--- src/hdl/dbe_map.svh ---
// Bit positions, widths and encodings of the debug event logic
`ifndef DBE_MAP_SVH
`define DBE_MAP_SVH

`define DBE_ADDR_W      32
`define DBE_DATA_W      32
`define DBE_NUM_IAC     4
`define DBE_NUM_DAC     2

`define DBE_ST_IAC      0
`define DBE_ST_DAC_RD   4
`define DBE_ST_DAC_WR   6
`define DBE_ST_DVC      8
`define DBE_ST_BRANCH   10
`define DBE_ST_TRAP     11
`define DBE_ST_RETURN   12
`define DBE_ST_INSTR_COMPLETE_EVENT     13
`define DBE_ST_INTERRUPT_EVENT     14
`define DBE_ST_UNCOND   15
`define DBE_ST_TOG_A    16
`define DBE_ST_TOG_B    17
`define DBE_STATUS_W    18
`define DBE_STATUS_RST  18'h00000

`define DBE_SYNC_DEPTH  3

`endif

--- src/hdl/dbe_pkg.sv ---
// Types shared by the debug event logic
package dbe_pkg;
	`include "dbe_map.svh"

	typedef enum logic [1:0] {
		DBE_CMP_EXACT    = 2'h0,
		DBE_CMP_RESERVED = 2'h1,
		DBE_CMP_INCL     = 2'h2,
		DBE_CMP_EXCL     = 2'h3
	} dbe_cmp_mode_type;

	typedef enum logic [1:0] {
		DBE_PRIV_ANY      = 2'h0,
		DBE_PRIV_RESERVED = 2'h1,
		DBE_PRIV_SUPER    = 2'h2,
		DBE_PRIV_USER     = 2'h3
	} dbe_priv_type;

	typedef struct packed {
		logic [`DBE_SYNC_DEPTH-1:0] stage;
		logic                       level;
	} dbe_sync_state_type;

	typedef struct packed {
		logic [`DBE_STATUS_W-1:0] status;
		logic                     uncond_prev;
		logic                     trace;
		logic                     stop;
		logic                     debug_int;
	} dbe_state_type;
endpackage : dbe_pkg

--- src/hdl/dbe_top.sv ---
// Debug event detection, status recording and debug mode signalling
`timescale 1ns/1ps
`include "dbe_map.svh"
module dbe_top
	import dbe_pkg::*;
(
	input  wire logic                   i_clock,
	input  wire logic                   i_rst,
	// Pipeline: instruction whose execution is attempted
	input  wire logic                   i_instr_valid,
	input  wire logic [`DBE_ADDR_W-1:0] i_instr_addr,
	input  wire logic                   i_problem_state_bit,
	input  wire logic                   i_branch_taken,
	input  wire logic                   i_trap_taken,
	input  wire logic                   i_return_exec,
	input  wire logic                   i_instr_complete,
	input  wire logic                   i_interrupt_taken,
	// Pipeline: storage access
	input  wire logic                   i_ls_valid,
	input  wire logic                   i_ls_write,
	input  wire logic [`DBE_ADDR_W-1:0] i_ls_addr,
	input  wire logic [`DBE_DATA_W-1:0] i_ls_data,
	// External debug interface, asynchronous pin
	input  wire logic                   i_uncond_request,
	// First control register fields
	input  wire logic                   i_internal_mode,
	input  wire logic                   i_external_mode,
	input  wire logic [3:0]             i_iac_enable,
	input  wire logic [1:0]             i_dac_read_enable,
	input  wire logic [1:0]             i_dac_write_enable,
	input  wire logic                   i_branch_enable,
	input  wire logic                   i_trap_enable,
	input  wire logic                   i_return_enable,
	input  wire logic                   i_instr_complete_event_enable,
	input  wire logic                   i_interrupt_event_enable,
	// Second control register fields
	input  wire logic [1:0]             i_pair_a_compare_mode,
	input  wire logic [1:0]             i_pair_b_compare_mode,
	input  wire logic [1:0]             i_comparator1_privilege_filter,
	input  wire logic [1:0]             i_comparator2_privilege_filter,
	input  wire logic [1:0]             i_comparator3_privilege_filter,
	input  wire logic [1:0]             i_comparator4_privilege_filter,
	input  wire logic                   i_pair_a_toggle_enable,
	input  wire logic                   i_pair_b_toggle_enable,
	// Third control register fields
	input  wire logic [1:0]             i_dvc_enable,
	// Comparator values
	input  wire logic [`DBE_ADDR_W-1:0] i_instr_addr_compare1,
	input  wire logic [`DBE_ADDR_W-1:0] i_instr_addr_compare2,
	input  wire logic [`DBE_ADDR_W-1:0] i_instr_addr_compare3,
	input  wire logic [`DBE_ADDR_W-1:0] i_instr_addr_compare4,
	input  wire logic [`DBE_ADDR_W-1:0] i_data_addr_compare1,
	input  wire logic [`DBE_ADDR_W-1:0] i_data_addr_compare2,
	input  wire logic [`DBE_DATA_W-1:0] i_data_value_compare1,
	input  wire logic [`DBE_DATA_W-1:0] i_data_value_compare2,
	// Machine state and wait mode
	input  wire logic                   i_debug_int_allowed,
	input  wire logic                   i_wait_mode,
	// Status clear, one bit per status bit, write one to clear
	input  wire logic [`DBE_STATUS_W-1:0] i_status_clear,
	// Results
	output logic      [`DBE_STATUS_W-1:0] o_debug_event_status,
	output logic                          o_trace_event,
	output logic                          o_stop_request,
	output logic                          o_debug_int_request
);
	////////////////////////////////////////////////////////////////////////
	// State and intermediate signals
	dbe_state_type state_q;
	dbe_state_type state_d;

	logic                     uncond_level;
	logic [1:0]               hit_a;
	logic [1:0]               hit_b;
	logic [3:0]               iac_event;
	logic [1:0]               dac_match;
	logic [1:0]               dac_rd_event;
	logic [1:0]               dac_wr_event;
	logic [1:0]               dvc_event;
	logic                     uncond_event;
	logic [`DBE_STATUS_W-1:0] set_vec;
	logic                     any_event;
	logic                     tog_a_flip;
	logic                     tog_b_flip;

	////////////////////////////////////////////////////////////////////////
	// Synchroniser for the external request pin
	dbe_sync u_uncond_sync (
		.i_clock (i_clock),
		.i_rst   (i_rst),
		.i_async (i_uncond_request),
		.o_level (uncond_level)
	);

	////////////////////////////////////////////////////////////////////////
	// Instruction address comparator pairs
	dbe_iac_pair u_pair_a (
		.i_addr      (i_instr_addr),
		.i_lo        (i_instr_addr_compare1),
		.i_hi        (i_instr_addr_compare2),
		.i_mode      (i_pair_a_compare_mode),
		.i_toggle_en (i_pair_a_toggle_enable),
		.i_toggle_st (state_q.status[`DBE_ST_TOG_A]),
		.i_priv_lo   (i_comparator1_privilege_filter),
		.i_priv_hi   (i_comparator2_privilege_filter),
		.i_problem   (i_problem_state_bit),
		.o_hit       (hit_a)
	);

	dbe_iac_pair u_pair_b (
		.i_addr      (i_instr_addr),
		.i_lo        (i_instr_addr_compare3),
		.i_hi        (i_instr_addr_compare4),
		.i_mode      (i_pair_b_compare_mode),
		.i_toggle_en (i_pair_b_toggle_enable),
		.i_toggle_st (state_q.status[`DBE_ST_TOG_B]),
		.i_priv_lo   (i_comparator3_privilege_filter),
		.i_priv_hi   (i_comparator4_privilege_filter),
		.i_problem   (i_problem_state_bit),
		.o_hit       (hit_b)
	);

	////////////////////////////////////////////////////////////////////////
	// Event qualification
	always_comb begin
		// Each comparator fires only when enabled; range hits reach
		// only the enabled members of the pair
		iac_event = {hit_b, hit_a} & i_iac_enable
			& {4{i_instr_valid}};

		dac_match[0] = i_ls_addr == i_data_addr_compare1;
		dac_match[1] = i_ls_addr == i_data_addr_compare2;

		// Cache management operations arrive flagged as writes
		dac_rd_event = dac_match & i_dac_read_enable
			& {2{i_ls_valid & ~i_ls_write}};
		dac_wr_event = dac_match & i_dac_write_enable
			& {2{i_ls_valid & i_ls_write}};

		// Value compare rides on a satisfied address condition
		dvc_event[0] = (dac_rd_event[0] | dac_wr_event[0])
			& i_dvc_enable[0]
			& (i_ls_data == i_data_value_compare1);
		dvc_event[1] = (dac_rd_event[1] | dac_wr_event[1])
			& i_dvc_enable[1]
			& (i_ls_data == i_data_value_compare2);

		// Request counts once per assertion, no enable involved
		uncond_event = uncond_level & ~state_q.uncond_prev;

		tog_a_flip = i_pair_a_toggle_enable
			& (|iac_event[1:0]);
		tog_b_flip = i_pair_b_toggle_enable
			& (|iac_event[3:2]);
	end

	////////////////////////////////////////////////////////////////////////
	// Status set vector
	always_comb begin
		set_vec = '0;
		set_vec[`DBE_ST_IAC +: 4] = iac_event;
		set_vec[`DBE_ST_DAC_RD +: 2] = dac_rd_event;
		set_vec[`DBE_ST_DAC_WR +: 2] = dac_wr_event;
		set_vec[`DBE_ST_DVC +: 2] = dvc_event;
		set_vec[`DBE_ST_BRANCH] = i_instr_valid & i_branch_taken
			& i_branch_enable;
		set_vec[`DBE_ST_TRAP] = i_instr_valid & i_trap_taken
			& i_trap_enable;
		set_vec[`DBE_ST_RETURN] = i_instr_valid & i_return_exec
			& i_return_enable;
		set_vec[`DBE_ST_INSTR_COMPLETE_EVENT] = i_instr_complete
			& i_instr_complete_event_enable;
		set_vec[`DBE_ST_INTERRUPT_EVENT] = i_interrupt_taken
			& i_interrupt_event_enable;
		set_vec[`DBE_ST_UNCOND] = uncond_event;
		any_event = |set_vec;
	end

	////////////////////////////////////////////////////////////////////////
	// Next state
	always_comb begin
		state_d = state_q;
		state_d.uncond_prev = uncond_level;

		// Sticky bits; a new event wins over a clear in the same cycle
		state_d.status = (state_q.status & ~i_status_clear)
			| set_vec;

		// Toggle status inverts as the pair event is recorded
		if (tog_a_flip) begin
			state_d.status[`DBE_ST_TOG_A] =
				~state_q.status[`DBE_ST_TOG_A];
		end
		if (tog_b_flip) begin
			state_d.status[`DBE_ST_TOG_B] =
				~state_q.status[`DBE_ST_TOG_B];
		end

		// Every recorded event goes to the trace interface
		state_d.trace = any_event;

		// External mode stops first; wait mode stops unless an
		// enabled debug interrupt in internal mode takes over
		state_d.stop = any_event & (i_external_mode
			| (i_wait_mode
			& ~(i_internal_mode & i_debug_int_allowed)));
		state_d.debug_int = any_event & i_internal_mode
			& i_debug_int_allowed & ~i_external_mode;
	end

	////////////////////////////////////////////////////////////////////////
	// State register
	always_ff @(posedge i_clock or posedge i_rst) begin
		if (i_rst) begin
			state_q <= '0;
		end else begin
			state_q <= state_d;
		end
	end

	////////////////////////////////////////////////////////////////////////
	// Outputs straight from the state register
	assign o_debug_event_status = state_q.status;
	assign o_trace_event        = state_q.trace;
	assign o_stop_request       = state_q.stop;
	assign o_debug_int_request  = state_q.debug_int;
endmodule : dbe_top

--- src/hdl/dbe_sync.sv ---
// Three-stage synchroniser whose level changes once stages two and three agree
`timescale 1ns/1ps
module dbe_sync
	import dbe_pkg::*;
(
	input  wire logic i_clock,
	input  wire logic i_rst,
	input  wire logic i_async,
	output logic      o_level
);
	dbe_sync_state_type state_q;
	dbe_sync_state_type state_d;

	always_comb begin
		state_d = state_q;
		state_d.stage = {state_q.stage[1:0], i_async};
		if (state_q.stage[1] == state_q.stage[2]) begin
			state_d.level = state_q.stage[2];
		end
	end

	always_ff @(posedge i_clock or posedge i_rst) begin
		if (i_rst) begin
			state_q <= '0;
		end else begin
			state_q <= state_d;
		end
	end

	assign o_level = state_q.level;
endmodule : dbe_sync

--- src/hdl/dbe_iac_pair.sv ---
// Address comparison for one pair of instruction address comparators
`timescale 1ns/1ps
`include "dbe_map.svh"
module dbe_iac_pair
	import dbe_pkg::*;
(
	input  wire logic [`DBE_ADDR_W-1:0] i_addr,
	input  wire logic [`DBE_ADDR_W-1:0] i_lo,
	input  wire logic [`DBE_ADDR_W-1:0] i_hi,
	input  wire logic [1:0]             i_mode,
	input  wire logic                   i_toggle_en,
	input  wire logic                   i_toggle_st,
	input  wire logic [1:0]             i_priv_lo,
	input  wire logic [1:0]             i_priv_hi,
	input  wire logic                   i_problem,
	output logic      [1:0]             o_hit
);
	logic [1:0] eff_mode;
	logic       in_range;
	logic [1:0] priv_ok;

	function automatic logic priv_match(input logic [1:0] f,
	                                    input logic p);
		case (f)
			DBE_PRIV_ANY:   priv_match = 1'b1;
			DBE_PRIV_SUPER: priv_match = ~p;
			DBE_PRIV_USER:  priv_match = p;
			default:        priv_match = 1'b0;
		endcase
	endfunction : priv_match

	always_comb begin
		eff_mode = i_mode;
		if (i_toggle_en && i_toggle_st && i_mode[1]) begin
			eff_mode[0] = ~i_mode[0];
		end
		in_range = (i_addr >= i_lo) && (i_addr < i_hi);
		priv_ok = {priv_match(i_priv_hi, i_problem),
		           priv_match(i_priv_lo, i_problem)};
		case (eff_mode)
			DBE_CMP_EXACT: begin
				o_hit = {i_addr == i_hi, i_addr == i_lo};
			end
			DBE_CMP_INCL: begin
				o_hit = {2{in_range}};
			end
			DBE_CMP_EXCL: begin
				o_hit = {2{~in_range}};
			end
			default: begin
				o_hit = 2'h0;
			end
		endcase
		o_hit = o_hit & priv_ok;
	end
endmodule : dbe_iac_pair

--- config.mk ---
export PLATFORM = sky130hd
export DESIGN_NAME = dbe_top
export DESIGN_NICKNAME = d
export VERILOG_FILES = /design/src/hdl/dbe_pkg.sv /design/src/hdl/dbe_top.sv /design/src/hdl/dbe_sync.sv /design/src/hdl/dbe_iac_pair.sv
export VERILOG_INCLUDE_DIRS = /design/src /design/src/hdl
export SDC_FILE = /design/constraint.sdc
export NUM_CORES = 1
export LEC_CHECK = 0
export BUFFER_PORTS_ARGS = -buffer_cell sky130_fd_sc_hd__buf_2
export CORE_AREA = 2 2 172 174
export CTS_CLUSTER_DIAMETER = 120
export DETAILED_ROUTE_END_ITERATION = 8
export DIE_AREA = 0 0 174 176
export HOLD_SLACK_MARGIN = 0.12
export PLACE_DENSITY_LB_ADDON = 0.25
export SLEW_MARGIN = 20
export SYNTH_ARGS = -nofsm -noshare
export SYNTH_HDL_FRONTEND = slang
export SYNTH_SLANG_ARGS = --single-unit
--- constraint.sdc ---
create_clock -name i_clock -period 1.7 [get_ports i_clock]
set_input_delay 0.51 -clock i_clock [delete_from_list [all_inputs] [get_ports i_clock]]
set_output_delay 0.51 -clock i_clock [all_outputs]
set_load 0.01 [all_outputs]
# Yosys cells after proc, flatten, opt, wreduce, memory -nomap -nowiden
# Cells that the tools add are included.
[word_totals]
ff_bits = 26
inputBits = 415
wordCells = 105
[classes]
order_cmp = 4
n_eq_ne = 21
n_mux = 10
bitwise = 48
reduce_logical = 15
[op_table]
columns = ["cell", "count"]
rows = [
  ["$eq 32x32->1", 8],
  ["$ge 32x32->1", 2],
  ["$lt 32x32->1", 2],
  ["$eq 2x2->1 const B", 12],
  ["$and 1x1->1", 23],
  ["$and 18x18->18", 1],
  ["$not 18->18", 1],
  ["$or 18x16->18", 1],
  ["$reduce_or 16->1", 1],
  ["$and 2x2->2", 6],
  ["$logic_not 2->1", 6],
  ["$pmux 1 s3", 4],
  ["$pmux 2 s3", 2],
  ["$not 1->1", 11],
  ["$and 4x4->4", 2],
  ["$logic_and 1x1->1", 6],
  ["$mux 1", 4],
  ["$reduce_or 2->1", 2],
  ["$or 1x1->1", 3],
  ["$eq 1x1->1", 1],
]

# Longest topological paths before layout
# Gate-level depths: netlist of the first run.
[logic_depth]
ltp_word = 12
mapped_depth = 10

# Modules after synthesis
# From an unflattened synthesis of the first run, not the netlist that was laid out.
[unflattened]
hier_cells = 806
hier_area_um2 = 6095.8
[modules_own_cells]
columns = ["module", "n_inst", "cells_per_inst", "area_each_um2"]
rows = [
  ["dbe_iac_pair", 2, 249, 1721.7],
  ["dbe_top", 1, 302, 2537.4],
  ["dbe_sync", 1, 6, 115.1],
]

# Worst setup path before layout of the first run
# Ideal clock, no wire load.
[synth_path]
path_kind = "input to register"
start = "in i_instr_addr_compare1[18]"
end = "reg state_q (netlist bit o_debug_int_request)"
setup_ns = 0.149
arrival_ns = 2.682
t_required_ns = 1.551
slack_ns = -1.132
cell_stages = 10
cell_sequence = "inv_1 ha_1 a21o_1 a221o_1 a221o_1 a2111oi_4 a221oi_2 mux2i_1 o22ai_1 a311oi_2"
[synth_rtl]
columns = ["element", "line", "rtl"]
rows = [
  ["start: declaration", "dbe_top.sv:48", "input wire logic [`DBE_ADDR_W-1:0] i_instr_addr_compare1,"],
  ["end signal: assignment", "dbe_top.sv:217", "state_q <= state_d;"],
  ["end: declaration", "dbe_top.sv:69", "dbe_state_type state_q;"],
]

==> metrics.txt, run 1 <==
CP Class in -> reg; Setup WS post-layout -1.11 ns; final wirelength 29500 um; Area Growth Syn to Fin 80.0%; Clock Tree Buf Depth 2; initial antenna violation count 24; Post-Syn Area 5980 sq um; Reg clk slew, reported paths 0.08 ns; Placed Area 9890 sq um; fraction of layout cells with a size suffix above 1 52.2%; R2R Setup Slk 0.09 ns; Worst VDD drop 0.355 mV; Final setup viols 15; Crit path largest cell delay 0.45 ns; CP Max Fanout 3; vias 7448; failing checks negative setup slack; CP delay by family, top compound AO/OA/AOI/OAI gates; residual DRC count 0; hold_buf cts 0; Final nets 1869; number of global-route vias before repair 7973; row count 62; cell breakdown of the critical path buf_4 > inv_6 > ha_4 > a21o_1 > a221o_1 > a221o_1 > a2111oi_4 > a221oi_4 > buf_6 > mux2i_4 > o22ai_4 > a311oi_2; Mean Syn Cell Area 7.81 sq um; YS warnings 0; Detail Route Antenna Nets 0; Core Box Area 28500 sq um; Max transition margin 63.4%; Reg-to-Reg Start o_debug_event_status[17]; die area 30600 sq um; post-DP HPWL 27100 um; synth unique cells 48; # IOs 436; global-route wire length before repair 42700 um; register area share after synthesis 10.9%; Port Buf Inserts 435; maximum clock rate 0.356 GHz; Main synth FF type dfrtp_1; Final Instance Area 10800 sq um; TritonCTS clock tree done; status finished with violations; number of synthesized flops with an enable pin 0; Die Wd 174 um; htree depth 1; Crit. End Element flop; Net Count, Synth 1309; Clock Skew 0.00591 ns; CTS root buffer clkbuf_16; DR WL/cell 17.1 um; Slew @ Worst Pin 0.542 ns; slowest CP cell a2111oi_4; period utilization 165%; GP Congestion 0.893; Synth Register Bits 26; number of DRC markers in iteration 0 174; most frequent CP cell a221o_1; Worst path depth 12; asr flop ratio synth 100%; drt first pass iters 4; Leak 0.00570 uW; reg2reg path depth 7; Gate Count Post-Synth 766; GRT Overall Usage 18.3%; CTS sink cnt 26; RSZ-0062 raised after global routing true; Hold Violations, Final 0; Via density 4.32; PwrDens 349 nW/um^2; worst path bufs/invs 3; crit path time final 2.81 ns; Clock Latency Late Sink 0.27 ns; final global-route overflow total 0; final core utilization 37.7%; CTS Buf Count 3; final max-slew violation count 0; Die Y 176 um; R2R Path End o_debug_int_request; Worst EP arrival 3.00 ns; crit start category primary input; initial core utilization 21.0%; WP data required 1.88 ns; HP Class in -> async; Max-Cap Viols 0; largest net degree at the start of global routing 27
-- power breakdown --
| group | leakage, uW | internal [uW] | switching (uW) | total [uW] |
|---|---|---|---|---|
| Combinational | 0.00531 | 1280 | 1060 | 2340 |
| Sequential | 0.000336 | 653 | 17.1 | 670 |
| Clock | 0.0000512 | 471 | 271 | 741 |
-- registers in the layout, indices dropped and copies added, names as in the netlist --
name                   flops
o_debug_int_request        1
o_trace_event              1
o_stop_request             1
u_uncond_sync.state_q      1
state_q                    1
u_uncond_sync.state_d      2
o_debug_event_status      18
u_uncond_sync.o_level      1
-- cells in the mapped netlist, drive strengths merged, types with 2 or more instances --
cell,number,share of area (%)
and3,4,0.42
ha,128,27
a211o,2,0.29
o211ai,2,0.25
a21o,15,1.9
and4,4,0.63
nand4,51,5.3
buf,18,2.3
nor2,7,0.44
nand2,42,2.6
a221oi,7,1.1
a2111oi,2,0.61
o21ai,23,1.9
mux2i,5,0.84
nand3,28,2.3
or2,4,0.42
xnor2,115,17
dfrtp,26,11
o31ai,2,0.25
o2111ai,2,0.29
o22ai,7,0.73
nor4,17,1.8
nor2b,3,0.31
nor3,5,0.42
or4,2,0.25
xor2,18,2.6
a221o,6,1.0
nand2b,10,1.0
a21oi,50,4.2
inv,148,9.3
-- final cells by class --
| cell class | instances | area [sq um] |
|---|---|---|
| inverters | 148 | 608 |
| clock buffers | 3 | 75.1 |
| flip-flops and latches | 26 | 651 |
| multi-input cells | 574 | 5430 |
| fillers | 3098 | 17800 |
| diodes | 17 | 42.5 |
| clock inverters | 1 | 30.0 |
| well taps | 384 | 480 |
| repair buffers | 573 | 3450 |
-- worst register-to-register path: stages, from the launching register on --
cell and delay, ns:
dfrtp_1 0.36, nand2_1 0.08, xnor2_1 0.13, or2_2 0.27
mux2i_1 0.18, o21ai_1 0.10, buf_4 0.16, a311oi_2 0.25
-- per-layer routing --
layer | share of wire (%) | global-route usage [%] | vias to the layer above
met1 | 34 | 17.5 | 3332
met2 | 57 | 37.5 | 271
met5 | 0.19 | 0 | -
li1 | - | - | 3792
met4 | 2.9 | 7.46 | 8
met3 | 6.0 | 3.92 | 45
-- worst max-delay path by stage --
stage / startpoint / end / slack (ns)
final: i_instr_addr_compare1[18] / o_debug_int_request / -1.11
after global routing: i_instr_addr_compare1[18] / o_debug_event_status[16] / -1.25
after CTS: i_instr_addr[27] / o_debug_int_request / -1.25
after detailed placement: i_instr_addr[25] / o_debug_int_request / -1.70
after global placement: i_instr_addr[25] / o_debug_int_request / -1.66
after floorplan: i_instr_addr_compare1[19] / o_debug_int_request / -0.97
-- per-stage QoR --
stage | instances | worst slack (ns) | hold slack [ns] | power [uW] | TNS, ns
global placement | 1695 | -1.66 | 0.338 | 2830 | -16.85
finish | 1726 | -1.11 | 0.298 | 3750 | -10.13
global route | 1726 | -1.25 | 0.339 | 4070 | -11.73
CTS | 1702 | -1.25 | 0.311 | 3740 | -11.07
detailed placement | 1695 | -1.70 | 0.342 | 2860 | -17.07
floorplan | 766 | -0.973 | 0.331 | 1690 | -7.14
-- placed cells by master (no fill, tap or decap), drive strengths merged, types with 3 or more instances in the layout --
cell type  instances
buf              573
inv              148
ha               128
xnor2            115
nand4             51
a21oi             50
nand2             42
nand3             28
dfrtp             26
o21ai             23
xor2              18
diode             17
nor4              17
a21o              15
nand2b            10
nor2               7
o22ai              7
a221oi             7
a221o              6
nor3               5
mux2i              5
and3               4
and4               4
or2                4
nor2b              3
clkbuf             3
-- repair_timing --
action | in CTS | in global routing
setup buffers | 4 | 8
gates resized for setup | 73 | 45
pin swaps | 16 | 23
setup endpoints to repair | 15 | 15
hold endpoints to repair | 0 | 0
-- cells by family after synthesis --
family	after synthesis	synth area share [%]
XOR/XNOR	133	19.5
multiplexers	5	0.837
adder cells (fa/ha/maj)	129	26.9
flip-flops	26	10.9
buffers and inverters	166	11.5
AND/OR/NAND/NOR	181	16.5
AO/OA/AOI/OAI	126	13.8
(Power assumes the default switching activity.)
==> inputs of run 2 (changes only) <==
ABC_AREA = 1   (was unset)
CORE_AREA = 2 2 171 173   (was 2 2 172 174)
DIE_AREA = 0 0 173 175   (was 0 0 174 176)
==> metrics.txt, run 2 <==
Gate Count Post-Synth 992; worst path bufs/invs 2; reg2reg path depth 10; Leak 0.00595 uW; Mean Syn Cell Area 6.47 sq um; maximum clock rate 0.464 GHz; TritonCTS clock tree done; initial core utilization 22.6%; failing checks negative setup slack; Detail Route Antenna Nets 0; post-DP HPWL 25200 um; Slew @ Worst Pin 0.374 ns; CTS Buf Count 3; number of global-route vias before repair 8274; Reg clk slew, reported paths 0.07 ns; clock power share 18.8%; flip-flop count of the largest register after layout 18; # IOs 436; GP Congestion 0.881; cell breakdown of the critical path buf_2 > ha_1 > nand4_1 > nor3_2 > buf_4 > nand2_1 > nand2_1 > a21oi_2 > nand2_1 > nand2_1 > nand2_2 > nand2_2 > nand2_4 > nand2_4 > nor2_4 > nor2_1; most frequent CP cell nand2_1; htree depth 1; crit start category primary input; Worst VDD drop 0.295 mV; asr flop ratio synth 100%; residual DRC count 0; Final setup viols 9; RSZ-0062 raised after global routing true; net switching share of the total power 38.3%; Max-Cap Viols 0; Max transition margin 74.8%; Hold Violations, Final 0; Reg power frac 18.2%; Final nets 2028; Core Box Area 28400 sq um; count leader, synth inv_1; Final Instance Area 10900 sq um; global-route wire length before repair 41400 um; final wirelength 27600 um; number of DRC markers in iteration 0 127; Clock Skew 0.00265 ns; YS warnings 0; Main synth FF type dfrtp_1; fraction of layout cells with a size suffix above 1 48.9%; Crit. End Element flop; WP data required 1.86 ns; initial antenna violation count 12; Setup WS post-layout -0.454 ns; Gate power share 63.0%; drt first pass iters 5; Via density 4.23; CTS sink cnt 26; final max-slew violation count 0; Port Buf Inserts 435; period utilization 127%; HP Class in -> async; Worst path depth 16; Placed Area 9860 sq um; final global-route overflow total 0; final core utilization 38.4%; register area share after synthesis 10.1%; largest net degree at the start of global routing 27; P_int 2300 uW; Die Wd 173 um; most common cell after layout, fill and taps aside buf_2; Sw Pwr 1430 uW; Synth Register Bits 26; Clock Tree Buf Depth 2; DR WL/cell 14.7 um; most common library cells after synthesis inv_1, nand2_1, ha_1, a21oi_1; row count 62; number of synthesized flops with an enable pin 0; Post-Syn Area 6420 sq um; CTS root buffer clkbuf_16; die area 30300 sq um; commonest cells after routing, fill and taps aside buf_2, nand2_1, inv_1, ha_1, buf_4; Fillers 3098; status finished with violations; CP delay by family, top simple AND/OR/NAND/NOR gates; Area Growth Syn to Fin 69.9%; leading area contributor after synthesis ha_1; Die Y 175 um; CP Class in -> reg; Crit path largest cell delay 0.33 ns; Synth top area share 25.0%; GRT Overall Usage 17.4%; Net Count, Synth 1535; Synth area leaders ha_1, inv_1, nand2_1, dfrtp_1, xor2_1; crit path time final 2.15 ns; hold_buf cts 0; vias 7938; synth unique cells 34; CP Max Fanout 4; Worst EP arrival 2.31 ns; slowest CP cell ha_1; Clock Latency Late Sink 0.26 ns; PwrDens 341 nW/um^2
==> run 2: per-stage QoR <==
step	instances	worst slack (ns)	hold slack, ns	TNS [ns]	total power [uW]
after floorplan	992	-0.279	0.331	-1.73	1760
after global placement	1861	-0.903	0.338	-9.78	2760
after detailed placement	1861	-0.913	0.339	-9.83	2790
after CTS	1869	-0.468	0.332	-3.59	3680
after global routing	1874	-0.576	0.343	-4.63	4080
final	1877	-0.454	0.305	-3.36	3720
==> run 2: metal layers <==
layer | share of wire, % | routed length, um | track usage, %
met5 | 0.15 | 41 | 0
met3 | 6.4 | 1750 | 3.98
met2 | 55 | 15200 | 35.3
met4 | 2.2 | 619 | 4.27
met1 | 36 | 9980 | 17.6
==> run 2: worst register-to-register path: stages (launching register included) <==
cell and delay, ns:
dfrtp_1 0.41, inv_1 0.08, o21ai_0 0.08, a211oi_1 0.34, buf_4 0.18, nand2_1 0.04, nor2_1 0.10, buf_4 0.13
nand3_2 0.09, nor2_4 0.14, nor2_1 0.05
==> run 2: layout make-up <==
type                            count  area [sq um]  share of cell area [%]
Antenna cell                        9          22.5                   0.207
Clock buffer                        3          75.1                   0.688
Clock inverter                      1          30.0                   0.275
Inverter                          219           872                    8.00
Multi-Input combinational cell    729          5850                    53.7
Sequential cell                    26           651                    5.97
Tap cell                          384           480                    4.41
Timing Repair Buffer              506          2920                    26.8
==> run 2: repair_timing <==
item                                    4_1_cts  5_1_grt
gates resized for setup                     110       95
pin swaps                                    50       76
endpoints found under the hold margin         0        0
endpoints found under the setup margin       15       15
buffers inserted                              6        1
==> run 2: cell families (layout without fill, tap and decap cells) <==
family / after synthesis / after routing / synth area share (%)
DFF: 26 / 26 / 10.1
and+or+nand+nor: 380 / 380 / 26.5
xor gates and xnor gates: 93 / 93 / 12.7
AOI/OAI and AO/OA: 127 / 127 / 10.7
adders and majority gates: 129 / 129 / 25.1
other: 0 / 9 / 0
buffers and inverters: 237 / 729 / 14.9
==> run 2: final timing paths <==
| path | endpoint | slack (ns) | start |
|---|---|---|---|
| worst max register to register | o_debug_int_request | -0.03 | u_uncond_sync.o_level |
| worst min-delay path | o_debug_int_request | 0.30 | i_rst |
| max in group asynchronous | o_debug_event_status[9] | 1.12 | i_rst |
| worst min register to register | u_uncond_sync.state_d[3] | 0.35 | u_uncond_sync.state_d[2] |
| worst max-delay path | o_debug_int_request | -0.45 | i_instr_addr[13] |
| min in group i_clock | u_uncond_sync.state_d[2] | 0.35 | i_uncond_request |
==> run 2: power by group through the flow <==
| stage | logic, uW | clock network, uW | registers [uW] |
|---|---|---|---|
| after CTS | 2270 | 733 | 676 |
| after detailed placement | 2110 | 0 | 688 |
| final | 2350 | 701 | 676 |
| after global placement | 2070 | 0 | 687 |
| after floorplan | 1070 | 0 | 688 |
| after global routing | 2650 | 747 | 681 |
==> inputs of run 3 (changes only) <==
==> constraint.sdc (replaced) <==
create_clock -name i_clock -period 1.7 [get_ports i_clock]
set_input_delay 0.17 -clock i_clock [delete_from_list [all_inputs] [get_ports i_clock]]
set_output_delay 0.17 -clock i_clock [all_outputs]
set_load 0.01 [all_outputs]
==> metrics.txt, run 3 (same netlist as run 2, synthesis figures left out) <==
fraction of layout cells with a size suffix above 1 44.5%; Final nets 2028; WHS Path Cells 4; slowest CP cell ha_1; initial core utilization 22.6%; flip-flop count of the largest register after layout 18; R2R Setup Slk 0.16 ns; htree depth 1; # IOs 436; Reg clk slew, reported paths 0.07 ns; number of DRC markers in iteration 0 219; DR WL/cell 15.1 um; final core utilization 37.9%; row count 62; PwrDens 344 nW/um^2; residual DRC count 0; final wirelength 28300 um; CP Class in -> reg; Port Buf Inserts 435; Max-Cap Viols 0; maximum clock rate 0.560 GHz; drt first pass iters 6; reg2reg path depth 10; CTS root buffer clkbuf_16; post-DP HPWL 25600 um; Worst VDD drop 0.424 mV; Fillers 3125; most common cell after layout, fill and taps aside buf_2; R2R Path End o_debug_event_status[1]; DR WL met2 15200 um; Hold EP o_debug_event_status[16]; Area Growth Syn to Fin 67.6%; Worst EP arrival 1.98 ns; RSZ-0062 raised after global routing true; Met3 Wirelength 1760 um; period utilization 105%; met1 WL 10700 um; cell breakdown of the critical path buf_2 > inv_1 > ha_1 > nand2_2 > nor2_4 > nand4_1 > nor2_2 > nand2_2 > nand2_2 > nor2_2 > nand2_2 > nand2_2 > nand2_2 > nand2_2 > nand2_2 > nand2_4 > buf_6 > buf_6 > o21ai_2; CTS Buf Count 3; Clock Skew 0.00223 ns; initial antenna violation count 14; GRT Overall Usage 17.6%; commonest cells after routing, fill and taps aside buf_2, inv_1, nand2_1, ha_1, buf_4; Clock Tree Buf Depth 2; crit path time final 1.79 ns; most frequent CP cell nand2_2; Max transition margin 68.6%; Slew @ Worst Pin 0.467 ns; Reg-to-Reg Start o_debug_event_status[16]; critical hold path startpoint i_status_clear[16]; global-route wire length before repair 41800 um; largest net degree at the start of global routing 27; uppermost layer routed met5; number of global-route vias before repair 8146; Die Wd 173 um; Final Instance Area 10800 sq um; CP Max Fanout 3; Setup WS post-layout -0.0871 ns; die area 30300 sq um; Via density 4.23; Core Box Area 28400 sq um; final global-route overflow total 0; WP data required 1.89 ns; Die Y 175 um; GP Congestion 0.869; crit start category primary input; Clock Latency Late Sink 0.26 ns; HP Class in -> reg; CTS sink cnt 26; TritonCTS clock tree done; Crit path largest cell delay 0.30 ns; Crit. End Element flop; Final setup viols 6; Leak 0.00596 uW; status finished with violations; Hold Violations, Final 0; vias 7955; final max-slew violation count 0; Placed Area 9320 sq um; failing checks negative setup slack; Detail Route Antenna Nets 0
==> run 3: changes by cell type in the layout (fill, tap and decap cells not counted), moves of 5 or more <==
cell | before | now
inv_1 | 172 | 197
buf_6 | 28 | 23
inv_2 | 35 | 22
buf_4 | 67 | 52
ha_1 | 73 | 81
nor3_1 | 11 | 16
o21ai_1 | 13 | 4
dlygate4sd3_1 | 0 | 18
o21ai_0 | 25 | 33
inv_4 | 8 | 0
ha_4 | 54 | 47
nor3_2 | 7 | 1
==> run 3: routing by layer <==
metal | global-route usage, % | up-vias
met1 | 18.8 | 3486
met3 | 3.59 | 36
met2 | 34.3 | 285
li1 | - | 4144
met4 | 5.40 | 4
met5 | 0 | -
==> run 3: worst max path at each step <==
stage / from / end / depth (start not counted)
after global routing: i_instr_addr[11] / o_debug_event_status[17] / 20
after global placement: i_instr_addr[23] / o_stop_request / 16
after detailed placement: i_instr_addr[7] / o_stop_request / 17
after floorplan: i_instr_addr_compare1[31] / o_stop_request / 17
final: i_instr_addr_compare1[7] / o_debug_event_status[1] / 19
after CTS: i_instr_addr[21] / o_stop_request / 16
==> run 3: worst max-delay path, delay by kind of cell <==
family,cells,cell delay [ns]
adder cells (fa/ha/maj),1,0.30
AND/OR/NAND/NOR,13,1.13
AO/OA/AOI/OAI,1,0.04
buffers and inverters,4,0.35
==> run 3: final cells by class <==
cell class / instances / area [sq um] / share of cell area (%)
tap: 384 / 480 / 4.47
antenna: 11 / 27.5 / 0.256
timing repair buffer: 506 / 2970 / 27.6
clock inverter: 1 / 30.0 / 0.279
multi-input combinational: 729 / 5700 / 53.0
sequential: 26 / 651 / 6.05
clock buffer: 3 / 75.1 / 0.698
inverter: 219 / 822 / 7.64
==> run 3: metrics by stage <==
stage	instances	hold slack, ns	setup TNS, ns	setup slack, ns	power (uW)
finish	1879	0.145	-0.472	-0.0871	3700
global route	1876	0.176	-1.68	-0.244	4040
CTS	1864	0.122	-0.848	-0.164	3480
detailed placement	1840	0.257	-4.51	-0.538	2650
global placement	1840	0.252	-3.87	-0.464	2640
floorplan	992	0.201	0	0.0125	1680
==> run 3: what timing repair did <==
action / in CTS / in global routing
endpoints found under the setup margin: 9 / 9
hold endpoints to repair: 42 / 1
gates resized for setup: 62 / 158
hold buffers: 17 / 1
pin swaps: 40 / 73
buffers inserted: 4 / 4
==> run 3: power by group <==
group	total, uW	internal (uW)	switching, uW
sequential	676	657	19.2
combinational	2330	1170	1160
clock	693	469	225
total	3700	2300	1400
